--- config.mk ---
export PLATFORM = sky130hd
export DESIGN_NAME = ssp_stop_control
export DESIGN_NICKNAME = d
export VERILOG_FILES = /design/src/rtl/ssp_pkg.sv /design/src/rtl/ssp_ms_timer.sv /design/src/rtl/ssp_stop_control.sv
export VERILOG_INCLUDE_DIRS = /design/src /design/src/rtl
export SDC_FILE = /design/constraint.sdc
export NUM_CORES = 1
export LEC_CHECK = 0
export BUFFER_PORTS_ARGS = -buffer_cell sky130_fd_sc_hd__buf_2
export CELL_PAD_IN_SITES_DETAIL_PLACEMENT = 0
export CELL_PAD_IN_SITES_GLOBAL_PLACEMENT = 1
export CORE_MARGIN = 4
export CORE_UTILIZATION = 42
export CTS_CLUSTER_DIAMETER = 30
export DETAILED_ROUTE_END_ITERATION = 8
export GPL_TIMING_DRIVEN = 1
export PLACE_DENSITY = 0.91
export SLEW_MARGIN = 25
export SYNTH_ARGS = -nofsm -noshare
export SYNTH_HDL_FRONTEND = slang
export SYNTH_SLANG_ARGS = --single-unit
--- constraint.sdc ---
create_clock -name clock -period 5.3 [get_ports clock]
set_input_delay 1.06 -clock clock [delete_from_list [all_inputs] [get_ports clock]]
set_output_delay 1.06 -clock clock [all_outputs]
set_load 0.05 [all_outputs]
--- src/rtl/ssp_regs.svh ---
// constants of the servo stop and power cut controller
`ifndef SSP_REGS_SVH
`define SSP_REGS_SVH
`define SSP_CLOCK_PERIOD_NS 8
`define SSP_MS_NS           1000000
`define SSP_STOP_BRAKE_HOLD  2'h0
`define SSP_STOP_BRAKE_COAST 2'h1
`define SSP_STOP_COAST      2'h2
`define SSP_STOP_MODE_RST   2'h0
`define SSP_G2_SEL_RST      1'h0
`define SSP_HOLD_MIN        10'h014
`define SSP_HOLD_MAX        10'h3E8
`define SSP_MAXSPD_MIN      7'h01
`define SSP_MAXSPD_MAX      7'h64
`define SSP_MAXSPD_RST      7'h32
`define SSP_SPEED_UNIT      16'h0064
`define SSP_MAXSPD_SPAN     7'h65
`define SSP_RES_STEP        16'h0010
`endif

--- src/rtl/ssp_pkg.sv ---
// types of the servo stop and power cut controller
`default_nettype none
package ssp_pkg;
  typedef enum logic [4:0] {
    SSP_RUN   = 5'h01,
    SSP_ZERO  = 5'h02,
    SSP_BRAKE = 5'h04,
    SSP_COAST = 5'h08,
    SSP_HOLD  = 5'h10
  } ssp_state_type;
  typedef enum logic [1:0] {
    SSP_MODE_POSITION = 2'h0,
    SSP_MODE_SPEED    = 2'h1,
    SSP_MODE_FORCE    = 2'h2
  } ssp_ctrl_mode_type;
endpackage : ssp_pkg
`default_nettype wire

--- src/rtl/ssp_ms_timer.sv ---
// millisecond counter timing a main circuit interruption
`default_nettype none
module ssp_ms_timer #(
  parameter int CYCLES_PER_MS = 125000,
  parameter int COUNT_W       = 11
) (
  // clock and reset
  input  wire logic               clock,
  input  wire logic               nrst,
  // control
  input  wire logic               run,
  // result
  output logic [COUNT_W-1:0]      msCount
);
  localparam int PRE_W = $clog2(CYCLES_PER_MS + 1);
  logic [PRE_W-1:0] prescale;
  wire              msTick = (prescale == PRE_W'(CYCLES_PER_MS - 1));
  wire              atTop  = &msCount;

  if (CYCLES_PER_MS < 1 || COUNT_W < 11) begin : g_check
    $error("ssp_ms_timer: bad parameters");
  end

  always_ff @(posedge clock or negedge nrst) begin
    if (!nrst) begin
      prescale <= '0;
      msCount  <= '0;
    end else if (!run) begin
      prescale <= '0;
      msCount  <= '0;
    end else begin
      prescale <= msTick ? '0 : prescale + PRE_W'(1);
      if (msTick && !atTop) msCount <= msCount + COUNT_W'(1);
    end
  end
endmodule : ssp_ms_timer
`default_nettype wire

--- src/rtl/ssp_stop_control.sv ---
// stop sequencing, power cut timing and speed limit of a linear servo drive
`include "ssp_regs.svh"
`default_nettype none
module ssp_stop_control #(
  parameter int CYCLES_PER_MS = `SSP_MS_NS / `SSP_CLOCK_PERIOD_NS,
  parameter int STOP_SPEED    = 10
) (
  // clock and reset
  input  wire logic                       clock,
  input  wire logic                       nrst,
  // host commands and settings
  input  wire logic                       servoOn,
  input  wire logic                       restart,
  input  wire ssp_pkg::ssp_ctrl_mode_type controlMode,
  input  wire logic [1:0]                 stopModeSelect,
  input  wire logic                       group2StopSelect,
  input  wire logic [9:0]                 powerCutHoldTime,
  input  wire logic [6:0]                 maxSpeedSetting,
  input  wire logic signed [15:0]         speedReferenceIn,
  // drive status
  input  wire logic                       groupOneAlarm,
  input  wire logic                       groupTwoAlarm,
  input  wire logic                       undervoltageAlarm,
  input  wire logic                       mainPowerOk,
  input  wire logic                       controlPowerOk,
  input  wire logic                       coastVariant,
  input  wire logic signed [15:0]         speedFeedback,
  // stop outputs
  output var ssp_pkg::ssp_state_type      stopState,
  output logic                            motorPower,
  output logic                            dynamicBrake,
  output logic signed [15:0]              speedReference,
  output logic                            servoReady,
  output logic                            powerCut,
  output logic                            overspeedAlarm,
  output logic [15:0]                     encoderResolutionMax
);
  import ssp_pkg::*;

  if (CYCLES_PER_MS < 1 || STOP_SPEED < 0 || STOP_SPEED > 32767) begin : g_check
    $error("ssp_stop_control: bad parameters");
  end

  // settings applied at restart, the hold flag taken at stop entry and the cut timer count
  logic [1:0] stopModeLatched;
  logic       group2SelLatched;
  logic [6:0] maxSpeedLatched;
  logic       afterHold;
  logic [10:0] msCount;

  ssp_ms_timer #(
    .CYCLES_PER_MS (CYCLES_PER_MS),
    .COUNT_W       (11)
  ) u_timer (
    .clock   (clock),
    .nrst    (nrst),
    .run     (!mainPowerOk && controlPowerOk),
    .msCount (msCount)
  );

  // decode
  wire [9:0]  holdClamped = (powerCutHoldTime < `SSP_HOLD_MIN) ? `SSP_HOLD_MIN :
                            (powerCutHoldTime > `SSP_HOLD_MAX) ? `SSP_HOLD_MAX : powerCutHoldTime;
  wire        cutNow      = !mainPowerOk && (msCount > {1'b0, holdClamped});
  wire        ctrlLoss    = !controlPowerOk;
  wire        g2Zero      = groupTwoAlarm && !group2SelLatched && (controlMode != SSP_MODE_FORCE);
  wire        anyAlarm    = groupOneAlarm || groupTwoAlarm || undervoltageAlarm;
  wire        stopReq     = ctrlLoss || cutNow || anyAlarm || !servoOn;
  wire        setOk       = (stopModeSelect <= `SSP_STOP_COAST);
  wire        spdOk       = (maxSpeedSetting >= `SSP_MAXSPD_MIN) && (maxSpeedSetting <= `SSP_MAXSPD_MAX);
  wire [15:0] speedMag    = speedFeedback[15] ? 16'(-speedFeedback) : 16'(speedFeedback);
  wire        stopped     = speedMag <= 16'(STOP_SPEED);
  wire [15:0] speedLimit  = 16'(maxSpeedLatched * `SSP_SPEED_UNIT);
  wire        modeHold    = (stopModeLatched == `SSP_STOP_BRAKE_HOLD);
  wire        modeCoast   = (stopModeLatched == `SSP_STOP_COAST);

  // stop entry chosen by priority: control loss, power cut unless undervoltage alarm, alarms, servo-off
  ssp_state_type entryState;
  logic          entryHold;
  always_comb begin
    entryHold = modeHold;
    if (ctrlLoss) begin
      entryState = coastVariant ? SSP_COAST : SSP_BRAKE;
      entryHold  = 1'b1;
    end else if (cutNow && !undervoltageAlarm) begin
      entryState = SSP_BRAKE;
      entryHold  = 1'b1;
    end else if (g2Zero && !groupOneAlarm && !undervoltageAlarm) begin
      entryState = SSP_ZERO;
    end else begin
      entryState = modeCoast ? SSP_COAST : SSP_BRAKE;
    end
  end

  ssp_state_type next_stopState;
  always_comb begin
    next_stopState = stopState;
    unique case (stopState)
      SSP_RUN:   if (stopReq) next_stopState = entryState;
      SSP_ZERO:  if (!stopReq) next_stopState = SSP_RUN;
                 else if (stopped) next_stopState = afterHold ? SSP_HOLD : SSP_COAST;
      SSP_BRAKE: if (!stopReq) next_stopState = SSP_RUN;
                 else if (stopped) next_stopState = afterHold ? SSP_HOLD : SSP_COAST;
      SSP_COAST: if (!stopReq) next_stopState = SSP_RUN;
      SSP_HOLD:  if (!stopReq) next_stopState = SSP_RUN;
      default:   next_stopState = SSP_RUN;
    endcase
  end

  wire next_motorPower = (next_stopState == SSP_RUN) || (next_stopState == SSP_ZERO);
  wire next_brake      = (next_stopState == SSP_BRAKE) || (next_stopState == SSP_HOLD);
  wire signed [15:0] next_speedRef = (next_stopState == SSP_RUN) ? speedReferenceIn : 16'sh0000;

  always_ff @(posedge clock or negedge nrst) begin
    if (!nrst) begin
      stopModeLatched  <= `SSP_STOP_MODE_RST;
      group2SelLatched <= `SSP_G2_SEL_RST;
      maxSpeedLatched  <= `SSP_MAXSPD_RST;
    end else if (restart) begin
      if (setOk) stopModeLatched <= stopModeSelect;
      group2SelLatched <= group2StopSelect;
      if (spdOk) maxSpeedLatched <= maxSpeedSetting;
    end
  end

  always_ff @(posedge clock or negedge nrst) begin
    if (!nrst) begin
      stopState      <= SSP_HOLD;
      afterHold      <= 1'b1;
      motorPower     <= 1'b0;
      dynamicBrake   <= 1'b1;
      speedReference <= 16'sh0000;
    end else begin
      stopState      <= next_stopState;
      if (stopState == SSP_RUN && stopReq) afterHold <= entryHold;
      motorPower     <= next_motorPower;
      dynamicBrake   <= next_brake;
      speedReference <= next_speedRef;
    end
  end

  always_ff @(posedge clock or negedge nrst) begin
    if (!nrst) begin
      servoReady           <= 1'b0;
      powerCut             <= 1'b0;
      overspeedAlarm       <= 1'b0;
      encoderResolutionMax <= 16'h0000;
    end else begin
      servoReady           <= !cutNow && !ctrlLoss && !anyAlarm && mainPowerOk;
      powerCut             <= cutNow;
      overspeedAlarm       <= speedMag > speedLimit;
      encoderResolutionMax <= 16'(`SSP_RES_STEP * (`SSP_MAXSPD_SPAN - maxSpeedLatched));
    end
  end

  // checks
  property p_coast_off;
    @(posedge clock) disable iff (!nrst)
      (stopState == SSP_RUN && !servoOn && !anyAlarm && !cutNow && !ctrlLoss && modeCoast)
      |=> (stopState == SSP_COAST) && !dynamicBrake && !motorPower;
  endproperty
  a_coast_off: assert property (p_coast_off) else $error("servo-off coast not taken");

  property p_g1_brake;
    @(posedge clock) disable iff (!nrst)
      (stopState == SSP_RUN && groupOneAlarm && !cutNow && !ctrlLoss && !modeCoast)
      |=> (stopState == SSP_BRAKE) && dynamicBrake;
  endproperty
  a_g1_brake: assert property (p_g1_brake) else $error("group one alarm did not brake");

  property p_g2_zero;
    @(posedge clock) disable iff (!nrst)
      (stopState == SSP_RUN && groupTwoAlarm && !groupOneAlarm && !undervoltageAlarm && !cutNow
       && !ctrlLoss && !group2SelLatched && controlMode != SSP_MODE_FORCE)
      |=> (stopState == SSP_ZERO) && motorPower;
  endproperty
  a_g2_zero: assert property (p_g2_zero) else $error("group two zero-speed stop missing");

  property p_zero_ref;
    @(posedge clock) disable iff (!nrst)
      (stopState == SSP_ZERO) |-> (speedReference == 16'sh0000);
  endproperty
  a_zero_ref: assert property (p_zero_ref) else $error("speed reference not zero in stop");

  property p_force_ignores;
    @(posedge clock) disable iff (!nrst)
      (stopState == SSP_RUN && controlMode == SSP_MODE_FORCE && groupTwoAlarm && !ctrlLoss && !cutNow)
      |=> (stopState != SSP_ZERO);
  endproperty
  a_force_ignores: assert property (p_force_ignores) else $error("zero stop in force control");

  property p_cut_brake;
    @(posedge clock) disable iff (!nrst)
      (stopState == SSP_RUN && cutNow && !undervoltageAlarm && !ctrlLoss)
      |=> (stopState == SSP_BRAKE) ##1 !servoReady;
  endproperty
  a_cut_brake: assert property (p_cut_brake) else $error("power cut did not brake");

  property p_ctrl_loss;
    @(posedge clock) disable iff (!nrst)
      (stopState == SSP_RUN && ctrlLoss)
      |=> (stopState == (coastVariant ? SSP_COAST : SSP_BRAKE));
  endproperty
  a_ctrl_loss: assert property (p_ctrl_loss) else $error("control loss stop wrong");

  property p_ready_drop;
    @(posedge clock) disable iff (!nrst)
      (!mainPowerOk && controlPowerOk && msCount > {1'b0, holdClamped}) |=> !servoReady && powerCut;
  endproperty
  a_ready_drop: assert property (p_ready_drop) else $error("ready kept after long cut");

  property p_overspeed;
    @(posedge clock) disable iff (!nrst)
      $stable(maxSpeedLatched) && $stable(speedFeedback) |-> (overspeedAlarm == (speedMag > speedLimit));
  endproperty
  a_overspeed: assert property (p_overspeed) else $error("overspeed alarm mismatch");

  property p_restart_only;
    @(posedge clock) disable iff (!nrst)
      !restart |=> $stable(stopModeLatched) && $stable(maxSpeedLatched) && $stable(group2SelLatched);
  endproperty
  a_restart_only: assert property (p_restart_only) else $error("setting changed without restart");
endmodule : ssp_stop_control
`default_nettype wire

# After elaboration in Yosys (flattened, before gate mapping)
# Cells that the tools add are included.
# classes
n_addsub	4
n_mul	1
n_lt_le_gt_ge	8
eq_ne	13
muxes	21
n_reduce_logical	35
# ops
cell	count
$mux W17	2
$mux W16	2
$mux W5	6
$mux W11	2
$mux W10	2
$add A17 B1 Y17 const B	1
$eq A17 B17 Y1 const B	1
$gt A16 B14 Y1	1
$le A16 B4 Y1 const B	1
$mux W4	4
$neg A16 Y16	1
$pmux W5 S3	1
$logic_and A1 B1 Y1	13
$mul A7 B5 Y12 const B	1
$add A11 B1 Y11 const B	1
$gt A11 B10 Y1	1
$reduce_and A11 Y1	1
$eq A5 B1 Y1 const B	2
$eq A5 B2 Y1 const B	2
$eq A5 B3 Y1 const B	2
$eq A5 B5 Y1 const B	2
$gt A10 B10 Y1 const B	1
$lt A10 B5 Y1 const B	1
$logic_not A1 Y1	9
other kinds (12)	22
# word_totals
regBits	77
inputBits	64
output_inout_bits	42
elab_cells	96

# Logic depth before layout (Yosys ltp)
# depth
ltp_word	12
ltp_mapped	19

# By module
# From an unflattened synthesis, not the netlist that was laid out.
# unflattened
cells_unflattened	555
area_unflattened_um2	5171.2
# modules_own_cells
mod	instances	cells_each	area_each_um2	seq_area_each_um2
ssp_stop_control	1	404	3704.8	1133.6
ssp_ms_timer	1	151	1466.4	700.7

# Worst setup path after synthesis
# OpenSTA, ideal clock, no wires.
# synth_path
kind	register to register
start	register maxSpeedLatched[3]
end	register overspeedAlarm
arrival_ns	3.666
path_slack_ns	1.516
stages_incl_launch_ff	20
path_buffers	0
period_less_slack_ns	3.784
cell_sequence	dfrtp_1 -> inv_1 -> ha_1 -> ha_1 -> inv_1 -> fa_1 -> inv_1 -> ha_1 -> a21oi_1 -> nor2_1 -> o21a_1 -> o21ai_0 -> nand2b_1 -> a21oi_1 -> xor2_1 -> ha_1 -> nand4_1 -> nor4_1 -> a21oi_1 -> a21o_1
# synth_via
elab_chain_cells	2
# synth_lines
element	line	source
start: declaration	ssp_stop_control.sv:47	logic [6:0] maxSpeedLatched;
start signal: assignment	ssp_stop_control.sv:118	maxSpeedLatched <= `SSP_MAXSPD_RST;
start signal: assignment	ssp_stop_control.sv:122	if (spdOk) maxSpeedLatched <= maxSpeedSetting;
$mul A7 B5 Y12 (no source line)	n/a	
$gt A16 B14 Y1	ssp_stop_control.sv:151	overspeedAlarm <= speedMag > speedLimit;
end signal: assignment	ssp_stop_control.sv:151	
end: declaration	ssp_stop_control.sv:35	output logic overspeedAlarm,
# Every way passes these cells.
# A chain may end at the register's enable or synchronous reset.

# Worst setup path after layout
# Same ends and word-level chain as after synthesis.

==> impl_metrics.toml <==
[run_status]
run_status = "completed"

[detailed_routing]
post-route-drc-count = 0
drt_iter0_markers = 154
post_drt_via_cell_ratio = 5.28
vias = 4114
wire_per_inst_um = 14.2
first_pass_iters = 4
antenna_left = 0
wirelength_um = 11100

[clock_tree]
cts_tree = "done"
cts_root_buf = "clkbuf_16"
clk_pin_slew_worst_paths_ps = 60
cts_buffers = 9
clockBufferDepth = 2
postCtsSetupRepairBufs = 0
htree_levels = 3
cts.sinks = 73
cts_resized = 0
ctsHoldBuffers = 0
clock_latency_ps = 330

[worst_setup_path]
worstSetupPathType = "reg2reg"
cp-end-kind = "register"
r2r-start = "maxSpeedLatched[3]"
r2r-end = "overspeedAlarm"
cp.arrival_ps = 4410
cp_max_fo = 5
r2r_cells = 19
crit_required_ps = 5520
start_kind = "register"
r2r_setup_slack_ps = 1110

[floorplanning]
std_cell_rows = 39
io_pins = 106
coreArea_um2 = 11500
dieArea_um2 = 13600
die_y_um = 117
die_w_um = 117
initial_core_util_pct = 43.2

[timing]
fin_crit_sh_pct = 79.0
finClkSkew_ps = 5.61
slew_viol_final = 0
finalHoldViolCount = 0
max-slew-margin-rel_pct = 42.2
fin_crit_ps = 4190
setup_tns_ps = 0
rsz0062_at_grt = "no"
setup_viol = 0
worstMarginPinSlew_ps = 862
fmax_mhz = 239

[place]
place.port_buffers = 101
dp_hpwl_um = 8780
gp_congestion = 0.925

[yosys]
yosysMostFrequentCell = "dfrtp_1"
ys_warn_count = 0
ys_seq_elements = 73
synth_edf_count = 0
synth_area_leaders = "dfrtp_1, ha_1, xnor2_1"
yosysTopAreaCellShare_pct = 33.7
syn_avg_cell_area_um2 = 9.24
seq_area_frac_synth_pct = 36.9
synth.top_cells.by_count = "dfrtp_1, ha_1, nor2_1"
ys_types = 59
synth_top_cell_by_area = "dfrtp_1"
synthCells = 538
ys.flop_type = "dfrtp_1"
netlist_area_um2 = 4970
async_flop_share_pct = 100

[pwr]
p_leak_nw = 2.87
p_per_area_nw_per_um2 = 414
vdd_drop_max_uv = 187
finalPower_mw = 2.45

[run]
maxCapViolations = 0

[hold_path]
holdPathStages = 0
hold_path.class = "reg2reg"
min-delay-start = "maxSpeedLatched[1]"
holdPathEnd = "encoderResolutionMax[5]"

[global_routing]
grt-ovfl-total = 0
grt_max_degree = 74
grt_pass1_wl_um = 18300
grt.total_usage_pct = 16.7
grt_pass1_vias = 3937
antenna_found_initial = 0

[layout]
fin_nets = 754
diodes = 0
syn2layout_area_growth_pct = 19.1
drive_above_1_share_pct = 21.2
==> power by group <==
| part | switching [mW] | internal [mW] | total (mW) | leakage, nW |
|---|---|---|---|---|
| clock network | 0.222 | 0.517 | 0.739 | 0.175 |
| logic | 0.686 | 0.304 | 0.989 | 1.76 |
| registers | 0.0602 | 0.663 | 0.723 | 0.937 |
==> per-layer routing <==
layer  share of wire (%)  track usage (%)  wire [um]
met1                  43             21.5       4770
met2                  51             28.7       5640
met3                 4.7             3.50        523
met4                 1.4             4.36        155
met5                   0                0          0
==> through the flow <==
| step | hold WS (ps) | setup slack (ps) | instance area, um2 | utilization [%] | cells |
|---|---|---|---|---|---|
| final | 420 | 1110 | 5920 | 51.4 | 779 |
| after global routing | 425 | 759 | 5920 | 51.4 | 779 |
| after CTS | 421 | 1080 | 5920 | 51.4 | 779 |
| after detailed placement | 418 | 1090 | 5550 | 48.2 | 764 |
| after global placement | 417 | 1090 | 5550 | 48.2 | 764 |
| after floorplan | 407 | 1520 | 4980 | - | 541 |
==> flip-flops by register name (all words and copies together) (netlist names) <==
name,cells
motorPower,1
u_timer.msCount,11
stopModeLatched,2
powerCut,1
maxSpeedLatched,7
u_timer.prescale,17
servoReady,1
stopState,5
dynamicBrake,1
encoderResolutionMax,8
group2SelLatched,1
speedReference,16
overspeedAlarm,1
afterHold,1
==> critical path, cell delays in order, from the launching register on <==
cell and delay, ps:
dfrtp_1 440, inv_1 120, ha_1 290, ha_1 270, inv_1 50, fa_1 490, inv_1 40, ha_1 320
a21oi_1 220, nor2_1 70, o21a_1 170, o21ai_0 220, nand2b_1 100, a21oi_1 170, xor2_1 110, ha_1 330
nand4_1 120, nor4_1 230, a21oi_1 120, a21o_1 190
==> cell type report <==
| type | count | area, um2 |
|---|---|---|
| Tap cell | 143 | 179 |
| Multi-Input combinational cell | 408 | 2880 |
| Clock inverter | 5 | 128 |
| Sequential cell | 73 | 1830 |
| Timing Repair Buffer | 102 | 517 |
| Clock buffer | 10 | 239 |
| Fill cell | 1067 | 5590 |
| Inverter | 38 | 143 |
==> layout by cell type, fill, tap and decap left out, types with 5 or more instances in the layout <==
cell type / count
inv_1: 38
ha_1: 56
nor3_1: 7
nand4b_1: 5
nand4_1: 9
a21oi_1: 26
dfrtp_1: 67
nand2b_1: 5
or3_1: 11
buf_2: 101
a21o_1: 6
nor2_1: 54
dfstp_2: 6
nor2b_1: 23
nand3_1: 23
nor4_1: 7
o21ai_0: 24
nand2_1: 39
xor2_1: 22
xnor2_1: 25
clkbuf_16: 9
==> logic make-up (layout without fill, tap and decap cells) <==
group                    after synthesis  after routing  synth area share [%]
AND/OR/NAND/NOR                      204            204                  21.3
AO/OA/AOI/OAI                         88             88                  11.6
flip-flops                            73             73                  36.9
buffers and inverters                 60            155                  5.43
adder cells (fa/ha/maj)               58             58                  14.9
XOR/XNOR                              47             47                  8.28
multiplexers                           7              7                  1.48
other                                  1              4                0.0754
==> worst max-delay path by stage <==
stage                     endpoint          startpoint  slack (ps)  depth (start not counted)
floorplan           overspeedAlarm  maxSpeedLatched[3]        1520                         19
global placement    overspeedAlarm  maxSpeedLatched[3]        1090                         19
detailed placement  overspeedAlarm  maxSpeedLatched[3]        1090                         19
CTS                 overspeedAlarm  maxSpeedLatched[3]        1080                         19
global route        overspeedAlarm  maxSpeedLatched[3]         760                         19
finish              overspeedAlarm  maxSpeedLatched[3]        1110                         19
(Power assumes the default switching activity.)
